<file path="config.mk">
export PLATFORM = sky130hd
export DESIGN_NAME = dtc_top
export DESIGN_NICKNAME = d
export VERILOG_FILES = /design/src/dtc_pkg.sv /design/src/dtc_edge_detect.sv /design/src/dtc_machine_cycle.sv /design/src/dtc_top.sv
export SDC_FILE = /design/constraint.sdc
export NUM_CORES = 1
export LEC_CHECK = 0
export BUFFER_PORTS_ARGS = -buffer_cell sky130_fd_sc_hd__buf_2
export CORE_ASPECT_RATIO = 0.9
export CORE_UTILIZATION = 26
export DETAILED_ROUTE_END_ITERATION = 10
export PLACE_DENSITY = 0.4
export SYNTH_ARGS = -nofsm -noshare
export SYNTH_HDL_FRONTEND = slang
export SYNTH_SLANG_ARGS = --single-unit
</file>
<file path="constraint.sdc">
create_clock -name ref_clk -period 6.5 [get_ports ref_clk]
set_clock_uncertainty 0.05 [all_clocks]
set_input_delay 1.3 -clock ref_clk [delete_from_list [all_inputs] [get_ports ref_clk]]
set_output_delay 1.3 -clock ref_clk [all_outputs]
set_load 0.02 [all_outputs]
</file>
<file path="src/dtc_pkg.sv">
/*
 * Package for the dual timer/counter unit: register map, field positions,
 * reset values, timing counts and shared types.
 * Assumes a single 10 MHz clock with one clock per oscillator period.
 */
package dtc_pkg;

	localparam int unsigned OSC_PER_MACHINE_CYCLE = 6;
	localparam int unsigned MC_CNT_W              = 3;

	localparam logic [7:0] ADDR_CONTROL    = 8'h88;
	localparam logic [7:0] ADDR_MODE       = 8'h89;
	localparam logic [7:0] ADDR_LOW_ZERO   = 8'h8A;
	localparam logic [7:0] ADDR_LOW_ONE    = 8'h8B;
	localparam logic [7:0] ADDR_HIGH_ZERO  = 8'h8C;
	localparam logic [7:0] ADDR_HIGH_ONE   = 8'h8D;

	localparam logic [7:0] MODE_RESET      = 8'h00;
	localparam logic [7:0] CONTROL_RESET   = 8'h00;
	localparam logic [7:0] COUNT_RESET     = 8'h00;

	localparam int unsigned QUAL_BIT_ONE   = 7;
	localparam int unsigned SRC_BIT_ONE    = 6;
	localparam int unsigned MODE_HI_ONE    = 5;
	localparam int unsigned MODE_LO_ONE    = 4;
	localparam int unsigned QUAL_BIT_ZERO  = 3;
	localparam int unsigned SRC_BIT_ZERO   = 2;
	localparam int unsigned MODE_HI_ZERO   = 1;
	localparam int unsigned MODE_LO_ZERO   = 0;

	localparam int unsigned FLAG_BIT_ONE   = 7;
	localparam int unsigned RUN_BIT_ONE    = 6;
	localparam int unsigned FLAG_BIT_ZERO  = 5;
	localparam int unsigned RUN_BIT_ZERO   = 4;

	localparam logic [4:0] PRESCALE_MAX    = 5'h1F;
	localparam logic [7:0] BYTE_MAX        = 8'hFF;

	typedef enum logic [1:0] {
		DTC_MODE_PRESCALE = 2'b00,
		DTC_MODE_SIXTEEN  = 2'b01,
		DTC_MODE_RELOAD   = 2'b10,
		DTC_MODE_SPLIT    = 2'b11
	} dtc_mode_type;

	typedef struct packed {
		logic         qualify;
		logic         external;
		dtc_mode_type mode;
	} dtc_ctrl_type;

	typedef struct packed {
		logic [7:0] addr;
		logic [7:0] wdata;
		logic       wr;
		logic       rd;
	} dtc_bus_type;

endpackage

</file>
<file path="src/dtc_edge_detect.sv">
/*
 * Falling-edge detector for an external count input.
 * Assumes the input is synchronous and sampleEn pulses once per machine cycle.
 */
`timescale 1ns/10ps
module dtc_edge_detect
	import dtc_pkg::*;
(
	input  wire logic ref_clk,
	input  wire logic reset,
	input  wire logic sampleEn,
	input  wire logic pinIn,
	output logic      fallSeen
);

	logic prevSample_q;
	logic curSample_q;

	always_ff @(posedge ref_clk) begin
		if (reset) begin
			prevSample_q <= 1'b0;
			curSample_q  <= 1'b0;
		end else if (sampleEn) begin
			curSample_q  <= pinIn;
			prevSample_q <= curSample_q;
		end
	end

	// High in one sample, low in the next
	assign fallSeen = prevSample_q & ~curSample_q; // see RL2

endmodule

</file>
<file path="src/dtc_machine_cycle.sv">
/*
 * Machine-cycle enable divider.
 * Assumes ref_clk is the oscillator clock.
 */
`timescale 1ns/10ps
module dtc_machine_cycle
	import dtc_pkg::*;
#(
	parameter int unsigned DIVIDE = OSC_PER_MACHINE_CYCLE
)
(
	input  wire logic ref_clk,
	input  wire logic reset,
	output logic      tick
);

	logic [MC_CNT_W-1:0] div_q;

	always_ff @(posedge ref_clk) begin
		if (reset) begin
			div_q <= '0;
			tick  <= 1'b0;
		end else begin
			tick <= (div_q == MC_CNT_W'(DIVIDE - 1)); // see RL1
			if (div_q == MC_CNT_W'(DIVIDE - 1)) begin
				div_q <= '0;
			end else begin
				div_q <= div_q + 1'b1;
			end
		end
	end

endmodule

</file>
<file path="src/dtc_top.sv">
/*
 * Dual timer/counter unit: two 16-bit timer/counters with four modes each,
 * mode register, control register and four count bytes on a plain port.
 * Assumes pins synchronous to ref_clk; read data one cycle after read strobe.
 */
`timescale 1ns/10ps
// Summary of operation
// RL1: timer counts once per six-clock machine cycle
// RL2: counter samples pin, counts falling edges
// RL3: new count visible next machine cycle
// RL4: edge recognition limits rate to one twelfth
// RL5: source holds each level one machine cycle
// RL6: source bit picks machine cycle or pin
// RL7: qualify bit gates counting by pin
// RL8: two-bit mode field per timer
// RL9: mode 00 five-bit prescaler before high byte
// RL10: mode 01 sixteen-bit cascaded counter
// RL11: mode 10 low byte reloads from high
// RL12: timer zero mode 11 splits two counters
// RL13: timer one mode 11 holds its count
// RL14: mode register at 89H, resets zero
// RL15: overflow sets flag, vector or software clears
// RL16: mode 0 count is thirteen bits
// RL17: run bit never clears count bytes
// RL18: reload leaves high byte unchanged
// RL19: software reads and writes count bytes anytime
module dtc_top
	import dtc_pkg::*;
(
	input  wire logic       ref_clk,
	input  wire logic       reset,
	input  wire logic [7:0] regAddr,
	input  wire logic [7:0] regWdata,
	input  wire logic       regWr,
	input  wire logic       regRd,
	output logic      [7:0] regRdata,
	input  wire logic       count_input_zero,
	input  wire logic       count_input_one,
	input  wire logic       qualify_pin_zero,
	input  wire logic       qualify_pin_one,
	input  wire logic       vectorAckZero,
	input  wire logic       vectorAckOne,
	output logic            overflowFlagZero,
	output logic            overflowFlagOne
);

	logic [7:0] timer_mode_control_q;
	logic [1:0] run_control_q;
	logic [7:0] count_low_byte_q [2];
	logic [7:0] count_high_byte_q [2];
	logic       machTick;
	logic [1:0] pinFall;
	logic [1:0] pinIn;
	logic [1:0] qualIn;
	logic [1:0] ackIn;
	logic [1:0] advance;
	logic [1:0] lowOvf;
	logic [1:0] highOvf;
	logic       splitHighAdv;
	logic       splitHighOvf;
	logic       splitActive;
	dtc_ctrl_type ctrl [2];

	assign pinIn  = {count_input_one, count_input_zero};
	assign qualIn = {qualify_pin_one, qualify_pin_zero};
	assign ackIn  = {vectorAckOne, vectorAckZero};

	// Field decode of the mode register
	function automatic dtc_ctrl_type unpack_ctrl(input logic [7:0] m, input logic one);
		dtc_ctrl_type c;
		c = '{qualify: 1'b0, external: 1'b0, mode: DTC_MODE_PRESCALE};
		if (one) begin
			c.qualify  = m[QUAL_BIT_ONE];
			c.external = m[SRC_BIT_ONE];
			c.mode     = dtc_mode_type'({m[MODE_HI_ONE], m[MODE_LO_ONE]});
		end else begin
			c.qualify  = m[QUAL_BIT_ZERO];
			c.external = m[SRC_BIT_ZERO];
			c.mode     = dtc_mode_type'({m[MODE_HI_ZERO], m[MODE_LO_ZERO]});
		end
		return c;
	endfunction

	function automatic logic is_write(input logic wr, input logic [7:0] a,
		input logic [7:0] target);
		return wr && (a == target);
	endfunction

	dtc_machine_cycle u_mc (
		.ref_clk (ref_clk),
		.reset   (reset),
		.tick    (machTick)
	);

	assign splitActive = (ctrl[0].mode == DTC_MODE_SPLIT);

	genvar gi;
	generate
		for (gi = 0; gi < 2; gi++) begin : g_unit
			logic gateOk;
			logic runEff;

			dtc_edge_detect u_edge (
				.ref_clk  (ref_clk),
				.reset    (reset),
				.sampleEn (machTick),
				.pinIn    (pinIn[gi]),
				.fallSeen (pinFall[gi])
			);

			assign ctrl[gi] = unpack_ctrl(timer_mode_control_q, gi == 1); // see RL8
			assign gateOk   = ~ctrl[gi].qualify | qualIn[gi]; // see RL7
			// Timer one loses its run bit to the split high byte; mode 11 stops it
			assign runEff = run_control_q[gi] & gateOk
				& ~((gi == 1) && (splitActive || ctrl[1].mode == DTC_MODE_SPLIT)); // see RL13
			// Pin edges are latched per machine cycle, so rate is capped at 1/12
			assign advance[gi] = machTick & runEff
				& (ctrl[gi].external ? pinFall[gi] : 1'b1); // see RL1 RL2 RL4 RL6

			always_comb begin
				lowOvf[gi]  = 1'b0;
				highOvf[gi] = 1'b0;
				unique case (ctrl[gi].mode)
					DTC_MODE_PRESCALE: begin
						lowOvf[gi]  = count_low_byte_q[gi][4:0] == PRESCALE_MAX; // see RL9
						highOvf[gi] = lowOvf[gi] && count_high_byte_q[gi] == BYTE_MAX;
					end
					DTC_MODE_SIXTEEN: begin
						lowOvf[gi]  = count_low_byte_q[gi] == BYTE_MAX; // see RL10
						highOvf[gi] = lowOvf[gi] && count_high_byte_q[gi] == BYTE_MAX;
					end
					DTC_MODE_RELOAD,
					DTC_MODE_SPLIT: begin
						lowOvf[gi]  = count_low_byte_q[gi] == BYTE_MAX;
						highOvf[gi] = lowOvf[gi];
					end
				endcase
			end

			// Count bytes: software write replaces the count at any time
			always_ff @(posedge ref_clk) begin
				if (reset) begin
					count_low_byte_q[gi]  <= COUNT_RESET;
					count_high_byte_q[gi] <= COUNT_RESET;
				end else begin
					if (is_write(regWr, regAddr, gi ? ADDR_LOW_ONE : ADDR_LOW_ZERO)) begin
						count_low_byte_q[gi] <= regWdata; // see RL19
					end else if (advance[gi]) begin
						unique case (ctrl[gi].mode)
							DTC_MODE_PRESCALE: begin
								// Upper three bits are left as they are
								count_low_byte_q[gi][4:0] <= count_low_byte_q[gi][4:0] + 5'h01; // see RL16
							end
							DTC_MODE_SIXTEEN,
							DTC_MODE_SPLIT: begin
								count_low_byte_q[gi] <= count_low_byte_q[gi] + 8'h01; // see RL3
							end
							DTC_MODE_RELOAD: begin
								count_low_byte_q[gi] <= lowOvf[gi] ? count_high_byte_q[gi]
									: count_low_byte_q[gi] + 8'h01; // see RL11
							end
						endcase
					end
					if (is_write(regWr, regAddr, gi ? ADDR_HIGH_ONE : ADDR_HIGH_ZERO)) begin
						count_high_byte_q[gi] <= regWdata; // see RL19
					end else if (gi == 0 && splitActive) begin
						if (splitHighAdv) begin
							count_high_byte_q[gi] <= count_high_byte_q[gi] + 8'h01; // see RL12
						end
					end else if (advance[gi] && lowOvf[gi]
						&& ctrl[gi].mode inside {DTC_MODE_PRESCALE, DTC_MODE_SIXTEEN}) begin
						count_high_byte_q[gi] <= count_high_byte_q[gi] + 8'h01; // see RL18
					end
				end
			end
		end
	endgenerate

	// Split high byte always counts machine cycles under timer one's run bit
	assign splitHighAdv = splitActive & machTick & run_control_q[1]; // see RL12
	assign splitHighOvf = splitHighAdv & (count_high_byte_q[0] == BYTE_MAX);

	always_ff @(posedge ref_clk) begin
		if (reset) begin
			timer_mode_control_q <= MODE_RESET; // see RL14
		end else if (is_write(regWr, regAddr, ADDR_MODE)) begin
			timer_mode_control_q <= regWdata;
		end
	end

	// Run bits only; writing them never touches the count bytes
	always_ff @(posedge ref_clk) begin
		if (reset) begin
			run_control_q <= 2'b00;
		end else if (is_write(regWr, regAddr, ADDR_CONTROL)) begin
			run_control_q <= {regWdata[RUN_BIT_ONE], regWdata[RUN_BIT_ZERO]}; // see RL17
		end
	end

	// Overflow flags: hardware set wins over any clear in the same cycle
	always_ff @(posedge ref_clk) begin
		if (reset) begin
			overflowFlagZero <= 1'b0;
			overflowFlagOne  <= 1'b0;
		end else begin
			if (advance[0] && highOvf[0]) begin
				overflowFlagZero <= 1'b1; // see RL15
			end else if (ackIn[0]) begin
				overflowFlagZero <= 1'b0;
			end else if (is_write(regWr, regAddr, ADDR_CONTROL)) begin
				overflowFlagZero <= regWdata[FLAG_BIT_ZERO];
			end
			if ((advance[1] && highOvf[1]) || splitHighOvf) begin
				overflowFlagOne <= 1'b1; // see RL15 RL12
			end else if (ackIn[1]) begin
				overflowFlagOne <= 1'b0;
			end else if (is_write(regWr, regAddr, ADDR_CONTROL)) begin
				overflowFlagOne <= regWdata[FLAG_BIT_ONE];
			end
		end
	end

	always_ff @(posedge ref_clk) begin
		if (reset) begin
			regRdata <= 8'h00;
		end else if (regRd) begin
			unique case (regAddr)
				ADDR_MODE:      regRdata <= timer_mode_control_q;
				ADDR_CONTROL:   regRdata <= {overflowFlagOne, run_control_q[1],
					overflowFlagZero, run_control_q[0], 4'h0};
				ADDR_LOW_ZERO:  regRdata <= count_low_byte_q[0];
				ADDR_LOW_ONE:   regRdata <= count_low_byte_q[1];
				ADDR_HIGH_ZERO: regRdata <= count_high_byte_q[0];
				ADDR_HIGH_ONE:  regRdata <= count_high_byte_q[1];
				default:        regRdata <= 8'h00;
			endcase
		end else begin
			regRdata <= 8'h00;
		end
	end

endmodule

</file>
### After elaboration in Yosys (flattened, before gate mapping)

Memories as Yosys holds them, arrays and structs flattened.
Cells that the tools add are included.

* register bits after elaboration: 28
* output and inout bits: 10
* word-level logic and storage cells: 198
* input bits: 26
* memories kept: 2
* RAM bits: 32

* bitwise operators: 37
* mux-type cells: 90
* $add $sub $neg: 7
* reduce and logical (&&, ||, !) cells: 32
* equality and inequality tests: 19

Memory list
* count_high_byte_q: depth 2, bits a word 8, rd ports 2, clocked after Yosys merged registers in 0, wr ports 2, RTL line dtc_top.sv:50 `logic [7:0] count_high_byte_q [2];`
* count_low_byte_q: depth 2, bits a word 8, rd ports 2, clocked after Yosys merged registers in 0, wr ports 2, RTL line dtc_top.sv:49 `logic [7:0] count_low_byte_q [2];`

Operator list (number)
* == test 8 bit (second input constant): 10
* 2-to-1 mux 8 bit: 9
* 2-to-1 mux 1 bit: 66
* one-hot mux 8 bit (6 select lines): 1
* adder 8 x 1 -> 8 bit (second input constant): 4
* 2-to-1 mux 5 bit: 6
* OR 1 bit: 19
* logical AND 1 bit: 16
* bitwise AND 1 bit: 12
* 2-to-1 mux 3 bit: 4
* OR reduction 2 bit: 6
* adder 5 x 1 -> 5 bit (second input constant): 2
* == test 5 bit (second input constant): 2
* == test 2 bit (second input constant): 4
* NOT 1 bit: 6
* one-hot mux 1 bit (3 select lines): 2
* nonzero test 3 bit: 2
* OR reduction 3 bit: 2
* == test 2 x 1 -> 1 bit (second input constant): 2
* zero test 2 bit: 2
* one-hot mux 1 bit (2 select lines): 2
* nonzero test 2 bit: 2
* adder 3 x 1 -> 3 bit (second input constant): 1
* == test 3 bit (second input constant): 1
* logical OR 1 bit: 2

### Depth between registers and ports, before layout

Gate-level depths: netlist (run 1).

* depth after elaboration: 13
* mapped depth: 9

### Hierarchy

Synthesis (run 1) repeated with hierarchy kept, for this count alone.

* cell total of the unflattened synthesis: 409
* area, all modules: 3662.3 µm²

Modules (own cells, without submodules)
* dtc_top: cells an instance 380, times used 1, area each 3359.5 µm²
* dtc_machine_cycle: cells an instance 15, times used 1, area each 155.1 µm²
* dtc_edge_detect: cells an instance 7, times used 2, area each 73.8 µm²

### Worst setup path after synthesis (run 1)

No wires, ideal clock.

* path type: input-to-reg
* from: in regAddr[4]
* to: mem count_high_byte_q[1][0], enable pin
* data required time: 6.150 ns
* data arrival time: 2.569 ns
* setup slack: 3.581 ns
* cell stages on the path: 5
* path buffers: 0
* cells stage by stage: or2_2 -> nor4_4 -> a21oi_1 -> nand4_2 -> nand2_1

RTL lines
* start, declared: RTL line dtc_top.sv:32 `input wire logic [7:0] regAddr,`
* end, declared: RTL line dtc_top.sv:50

### Final worst setup path (run 1)

* from: in regAddr[4]
* to: reg timer_mode_control_q[7]

* word-level cells in the longest chain between the ends: 2

RTL lines
* == test 8 bit: RTL line dtc_top.sv:86 `return wr && (a == target);`
* logical AND 1 bit: RTL line dtc_top.sv:86
* end signal, assigned: RTL line dtc_top.sv:187 `timer_mode_control_q <= regWdata;`
* end, declared: RTL line dtc_top.sv:47 `logic [7:0] timer_mode_control_q;`

No other way between the ends.
A chain may end at the register's enable or synchronous reset.

==> results of run 1 <==
## area by class of cell
| cell class | instances | share of cell area [%] |
|---|---|---|
| Multi-Input combinational cell | 311 | 48.21 |
| Clock inverter | 7 | 2.057 |
| Sequential cell | 60 | 34.26 |
| Clock buffer | 9 | 5.072 |
| Inverter | 12 | 1.014 |
| Tap cell | 193 | 5.438 |
| Timing Repair Buffer | 35 | 3.945 |
## through the flow
| step | hold slack [ns] | cells | total power (W) | utilization [%] | cell area [µm²] |
|---|---|---|---|---|---|
| after floorplan | 0.3714 | 403 | 0.0004629 | - | 3845 |
| after global placement | 0.3880 | 611 | 0.0004968 | 29.02 | 4124 |
| after detailed placement | 0.3967 | 611 | 0.0004968 | 29.02 | 4124 |
| after CTS | 0.4056 | 627 | 0.001015 | 31.25 | 4441 |
| after global routing | 0.4450 | 627 | 0.001034 | 31.25 | 4441 |
| final | 0.4007 | 627 | 0.001006 | 31.25 | 4441 |
## cells by family (layout without fill, tap and decap cells)
kind of cell / after synthesis / after routing / synth area share, %
buffers and inverters: 32 / 63 / 4.751
AOI/OAI and AO/OA: 98 / 98 / 18.84
adders and majority gates: 8 / 8 / 2.603
and+or+nand+nor: 162 / 162 / 23.07
DFF: 60 / 60 / 39.57
xor gates and xnor gates: 21 / 21 / 4.784
muxes: 22 / 22 / 6.378
## worst register-to-register path, cell delays in order, from the launching register on
cell,delay [ns]
sky130_fd_sc_hd__edfxtp_1,0.43
sky130_fd_sc_hd__ha_1,0.26
sky130_fd_sc_hd__nand3_4,0.14
sky130_fd_sc_hd__inv_1,0.09
sky130_fd_sc_hd__ha_1,0.16
sky130_fd_sc_hd__or3b_1,0.40
sky130_fd_sc_hd__o31ai_4,0.14
sky130_fd_sc_hd__nand4_2,0.28
sky130_fd_sc_hd__nand2_1,0.36
## registers in the layout, indices dropped and copies added (netlist names)
register	flops
u_mc.div_q	3
timer_mode_control_q	8
u_mc.tick	1
count_low_byte_q	16
overflowFlagZero	1
run_control_q	2
g_unit.u_edge.prevSample_q	2
count_high_byte_q	16
g_unit.u_edge.curSample_q	2
overflowFlagOne	1
regRdata	8
## synth_stat cells (all sizes together) (8+ instances only)
library cell and count:
buf 14, xnor2 12, nand4 9, o21ai 20, nor2 30, ha 8
dfxtp 28, nand3 27, mux2i 14, inv 12, xor2 9, a22oi 15
edfxtp 32, a21oi 18, nand2 54
## power breakdown
group	total, W	switching, W	internal (W)
sequential	0.000426	0.0000178	0.000409
clock	0.000517	0.000183	0.000333
combinational	0.0000628	0.0000413	0.0000215
## metal layers
layer	vias to the layer above	share of wire, %
met5	-	0
met2	91	44
met3	18	4.2
li1	1557	-
met1	1609	51
met4	0	1.6
## path summary, 6_finish.rpt
kind,start,end,slack (ns),cells after the start
worst max-delay path,regAddr[4],timer_mode_control_q[7],3.19,6
worst min-delay path,u_mc.div_q[2],u_mc.tick,0.40,2
worst max register to register,count_low_byte_q[1][0],count_high_byte_q[1][4],3.85,8
worst min register to register,u_mc.div_q[2],u_mc.tick,0.40,2
==> results.md, run 1 <==
- Result of the run: finished, final reports clean
- Area used by multi-input combinational logic: 2141 µm²
- Antenna Diode Count: 0
- Post-Route Setup TNS: 0 ns
- Count of final max-slew check failures: 0
- Net Count, Synth: 437
- GR Util met2: 26.16%
- Antenna violations before repair: 0
- Synthesized area per cell: 9.541 µm²
- Most common library cell in the layout ignoring fill and taps: sky130_fd_sc_hd__nand2_1
- Number of fill cells in the layout: 1498
- CTS-repair resized insts: 0
- Max capacitance violation total: 0
- Number of synthesis warnings: 0
- Worst slew margin: 21.93%
- Slew at the pin closest to its max-slew limit: 1.161 ns
- Met3 demand-to-capacity share in global routing: 3.193%
- Area fraction of the dominant cell type after synthesis: 24.99%
- Sequential cell area: 1521 µm²
- Share of synthesized registers carrying an async set or reset: 0%
- Netlist area before placement: 3845 µm²
- Maximum level of the CTS H-tree: 3
- Root buffer selected by CTS: sky130_fd_sc_hd__clkbuf_16
- Setup violation total in the final timing report: 0
- Final worst path period need: 3.305 ns
- Overall global routing resource usage: 17.75%
- Critical path's most frequent cell: sky130_fd_sc_hd__nand2_1
- Overall via count from detail_route: 3275
- Number of enable-type register cells in the synthesized netlist: 32
- Wirelength, routed: 12.95 mm
- Leading post-synthesis cells by cell area: sky130_fd_sc_hd__edfxtp_1, sky130_fd_sc_hd__dfxtp_1, sky130_fd_sc_hd__nand2_1
- Global-route wire length before repair: 19.82 mm
- Post-detailed-route wirelength per cell: 20.65 µm
- Final setup margin: 3.195 ns
- Proportion of layout cells with a drive suffix above 1: 18.43%
- Startpoint kind of the worst setup timing path: primary input
- HPWL after detailed placement: 9.486 mm
- 1st-pass router iterations: 5
- TritonCTS clock tree: yes
- Core Rows: 41
- CP max stage cell: sky130_fd_sc_hd__nor4_2
- # IOs: 36
- Share of synthesized area occupied by flip-flops and latches: 39.57%
- Post-DRT Antenna Nets: 0
- Area of the core: 14210 µm²
- Chain of cells forming the critical path: buf_2 -> or2_2 -> nor4_2 -> nand2_1 -> nand2_1 -> a21oi_1
- Maximum VDD drop: 0.1199 mV
- Leading area contributor after synthesis: sky130_fd_sc_hd__edfxtp_1
- Count of final hold-check violations: 0
- Most frequently used flop master after synthesis: sky130_fd_sc_hd__edfxtp_1
- Starting utilization of the core area: 27.06%
- Buffer levels on the longest clock path: 2
- Hold buffer count at cts: 0
- Final Net Count: 463
- Clock Latency Late Sink: 0.33 ns
- Most frequent cells in the layout: sky130_fd_sc_hd__nand2_1, sky130_fd_sc_hd__buf_2, sky130_fd_sc_hd__edfxtp_1
- Worst slack, placed: 2.917 ns
- Number of clock sinks seen by CTS: 60
- DRC violations left: 0
- Power density over the cells: 226.5 nW/µm²
- Initial drt markers: 292
- Number of library cell types mapped by synthesis: 65
- Max Fanout on Critical Path: 13
- Maximum number of pins on one net before global-route repair: 34
- Floorplan die area: 15280 µm²
- Endpoint arrival time on the critical path: 3.43 ns
- Count of input and output buffers: 35
- Leak pwr: 1.490 nW
- Final global-route overflow total: 0
- Met1 demand-to-capacity share in global routing: 26.07%
- Crit Path Class: primary input to register
- CP peak stage delay: 0.99 ns
- Vias in the first global route: 3209
- Critical path's top delay family: simple AND/OR/NAND/NOR gates
- Clock-pin transition on the worst setup and hold timing paths: 0.05 ns
- Portion of the clock cycle consumed by the worst path in the final layout: 50.85%
- Layout overhead on the synthesized area: 15.49%
- Unrepaired setup endpoints after global routing: false
- Highest achievable clock rate: 302.5 MHz
- Data required time at the worst endpoint: 6.63 ns
- Synthesized flop and latch total: 60
- TritonCTS Buffers: 9
- Synthesized instance count: 403
- Final estimated routing congestion in global placement: 0.8314
- Mean number of vias per cell: 5.223
- Category of the worst setup path capture point: register
- X dimension of the die: 130.2 µm
- Post-CTS Setup Bufs: 0
- Type of the most critical hold path: register to register
- Die H: 117.4 µm
- Buffer and inverter count on the worst path: 1
- Global-route layer with the greatest usage: met2
Note: power is estimated with default switching activity, not from simulation.
==> run 2, diff against run 1 <==
clock period = 3.15 ns   (was 6.5 ns; I/O delays follow)
==> run 2 against run 1 <==
  * Worst hold slack gained 0.0018 ns
  * Largest power group unchanged
  * Sequential power up 110%
  * Final cell count is 1.1% higher
  * Clock power grew 120%
  * Via count fell by 0.24%
  * Highest routed layer unchanged
  * Critical path type is now register to register
  * First-iteration DRC count down 7.9%
  * Non-clock buffer count rose by 7
  * Register-to-register slack worse by 3.4 ns
==> results.md, run 2 (synthesized netlist as in run 1, its figures left out) <==
- Result of the run: finished, final reports clean (unchanged)
- Number of clock sinks seen by CTS: 60 (unchanged)
- Slew at the pin closest to its max-slew limit: 0.5256 ns (was 1.161 ns)
- X dimension of the die: 130.2 µm (unchanged)
- TritonCTS clock tree: yes (unchanged)
- Count of input and output buffers: 35 (unchanged)
- Global-route wire length before repair: 20.07 mm (was 19.82 mm)
- Proportion of layout cells with a drive suffix above 1: 19.50% (was 18.43%)
- Clock-pin transition on the worst setup and hold timing paths: 0.05 ns (about the same)
- Initial drt markers: 269 (was 292)
- Sequential cell area: 1521 µm² (unchanged)
- Post-Route Setup TNS: 0 ns (unchanged)
- Startpoint kind of the worst setup timing path: register (was primary input)
- Setup violation total in the final timing report: 0 (unchanged)
- Leak pwr: 1.545 nW (was 1.490 nW)
- Worst slew margin: 64.59% (was 21.93%)
- # IOs: 36 (unchanged)
- Antenna Diode Count: 0 (unchanged)
- CP peak stage delay: 0.43 ns (was 0.99 ns)
- Area used by multi-input combinational logic: 2141 µm² (unchanged)
- Portion of the clock cycle consumed by the worst path in the final layout: 84.90%
- Data required time at the worst endpoint: 3.11 ns (was 6.63 ns)
- Final estimated routing congestion in global placement: 0.8460 (was 0.8314)
- Count of final hold-check violations: 0 (unchanged)
- Area of the core: 14210 µm² (unchanged)
- Root buffer selected by CTS: sky130_fd_sc_hd__clkbuf_16 (unchanged)
- CP max stage cell: sky130_fd_sc_hd__edfxtp_1 (was sky130_fd_sc_hd__nor4_2)
- Unrepaired setup endpoints after global routing: false (unchanged)
- Power density over the cells: 477.8 nW/µm² (was 226.5 nW/µm²)
- Largest registers ranked by flip-flop count: count_high_byte_q (16), count_low_byte_q (16) (unchanged)
- CTS-repair resized insts: 0 (unchanged)
- Crit Path Class: register to register (was primary input to register)
- Max capacitance violation total: 0 (unchanged)
- DRC violations left: 0 (unchanged)
- Starting utilization of the core area: 27.06% (unchanged)
- Max Fanout on Critical Path: 9 (was 13)
- Category of the worst setup path capture point: register (unchanged)
- HPWL after detailed placement: 9.744 mm (was 9.486 mm)
- Chain of cells forming the critical path: ha_1 -> nand3_4 -> inv_1 -> ha_1 -> or3b_1 -> o31ai_4 -> nand4_2 -> nand2_1 (was buf_2 -> or2_2 -> nor4_2 -> nand2_1 -> nand2_1 -> a21oi_1)
- Maximum VDD drop: 0.3172 mV (was 0.1199 mV)
- Post-layout power: 0.002155 W (was 0.001006 W)
- Maximum level of the CTS H-tree: 3 (unchanged)
- Floorplan die area: 15280 µm² (unchanged)
- Final global-route overflow total: 0 (unchanged)
- Highest achievable clock rate: 373.9 MHz
- Layout overhead on the synthesized area: 17.28% (was 15.49%)
- Number of fill cells in the layout: 1490 (was 1498)
- TritonCTS Buffers: 9 (unchanged)
- Buffer levels on the longest clock path: 2 (unchanged)
- Type of the most critical hold path: register to register (unchanged)
- Antenna violations before repair: 0 (unchanged)
- 1st-pass router iterations: 4 (was 5)
- Post-CTS Setup Bufs: 0 (unchanged)
- Hold buffer count at cts: 0 (unchanged)
- Critical path's most frequent cell: sky130_fd_sc_hd__ha_1 (was sky130_fd_sc_hd__nand2_1)
- Vias in the first global route: 3261 (was 3209)
- Clock Latency Late Sink: 0.35 ns (was 0.33 ns)
- Most frequent cells in the layout: sky130_fd_sc_hd__nand2_1, sky130_fd_sc_hd__buf_2, sky130_fd_sc_hd__edfxtp_1 (unchanged)
- Final Net Count: 470 (was 463)
- Overall global routing resource usage: 18.31% (was 17.75%)
- Core Rows: 41 (unchanged)
- Count of final max-slew check failures: 0 (unchanged)
- Overall via count from detail_route: 3267 (was 3275)
- Most common library cell in the layout ignoring fill and taps: sky130_fd_sc_hd__nand2_1 (unchanged)
- Endpoint arrival time on the critical path: 2.64 ns (was 3.43 ns)
- Mean number of vias per cell: 5.153 (was 5.223)
- Post-DRT Antenna Nets: 0 (unchanged)
- Final worst path period need: 2.674 ns
- Die H: 117.4 µm (unchanged)
- Post-detailed-route wirelength per cell: 20.69 µm (was 20.65 µm)
- Maximum number of pins on one net before global-route repair: 27 (was 34)
- Wirelength, routed: 13.12 mm (was 12.95 mm)
==> run 2: worst max-delay path, delay by kind of cell (launching register included) <==
| family | cells | cell delay (ns) |
|---|---|---|
| AND/OR/NAND/NOR | 4 | 1.21 |
| flip-flops | 1 | 0.43 |
| buffers and inverters | 1 | 0.09 |
| AO/OA/AOI/OAI | 1 | 0.14 |
| adder cells (fa/ha/maj) | 2 | 0.42 |
==> run 2: metrics by stage <==
stage | worst slack [ns] | cells | hold slack (ns) | instance area, µm² | utilization, %
floorplan | 0.8592 | 403 | 0.3714 | 3845 | -
finish | 0.4756 | 634 | 0.4025 | 4509 | 31.73
global placement | 0.5095 | 618 | 0.3809 | 4177 | 29.39
detailed placement | 0.4558 | 618 | 0.3992 | 4177 | 29.39
CTS | 0.4991 | 634 | 0.4069 | 4509 | 31.73
global route | 0.3509 | 634 | 0.4247 | 4509 | 31.73
==> run 2: worst paths after layout <==
| kind | depth (start not counted) | to | from | slack (ns) |
|---|---|---|---|---|
| worst max-delay path | 8 | count_high_byte_q[1][2] | count_low_byte_q[1][0] | 0.48 |
| worst min-delay path | 1 | u_mc.div_q[0] | u_mc.div_q[0] | 0.40 |
| worst max register to register | 8 | count_high_byte_q[1][2] | count_low_byte_q[1][0] | 0.48 |
| worst min register to register | 1 | u_mc.div_q[0] | u_mc.div_q[0] | 0.40 |
==> run 2: final cells by class <==
class | count | area share [%]
multi-input combinational | 311 | 47.48
sequential | 60 | 33.74
tap | 193 | 5.355
clock buffer | 11 | 5.161
timing repair buffer | 42 | 5.050
clock inverter | 5 | 2.220
inverter | 12 | 0.9989
==> run 2: power breakdown <==
part / leakage (nW) / total [W] / internal, W / switching (W)
sequential: 0.550 / 0.000878 / 0.000844 / 0.0000346
clock: 0.163 / 0.00114 / 0.000770 / 0.000371
combinational: 0.831 / 0.000135 / 0.0000469 / 0.0000881
total: 1.54 / 0.00215 / 0.00166 / 0.000494
==> run 2: layer usage <==
layer	track usage, %	share of wire (%)
met1	27.11	51
met2	25.57	43
met3	4.608	4.5
met4	5.669	1.5
met5	0	0
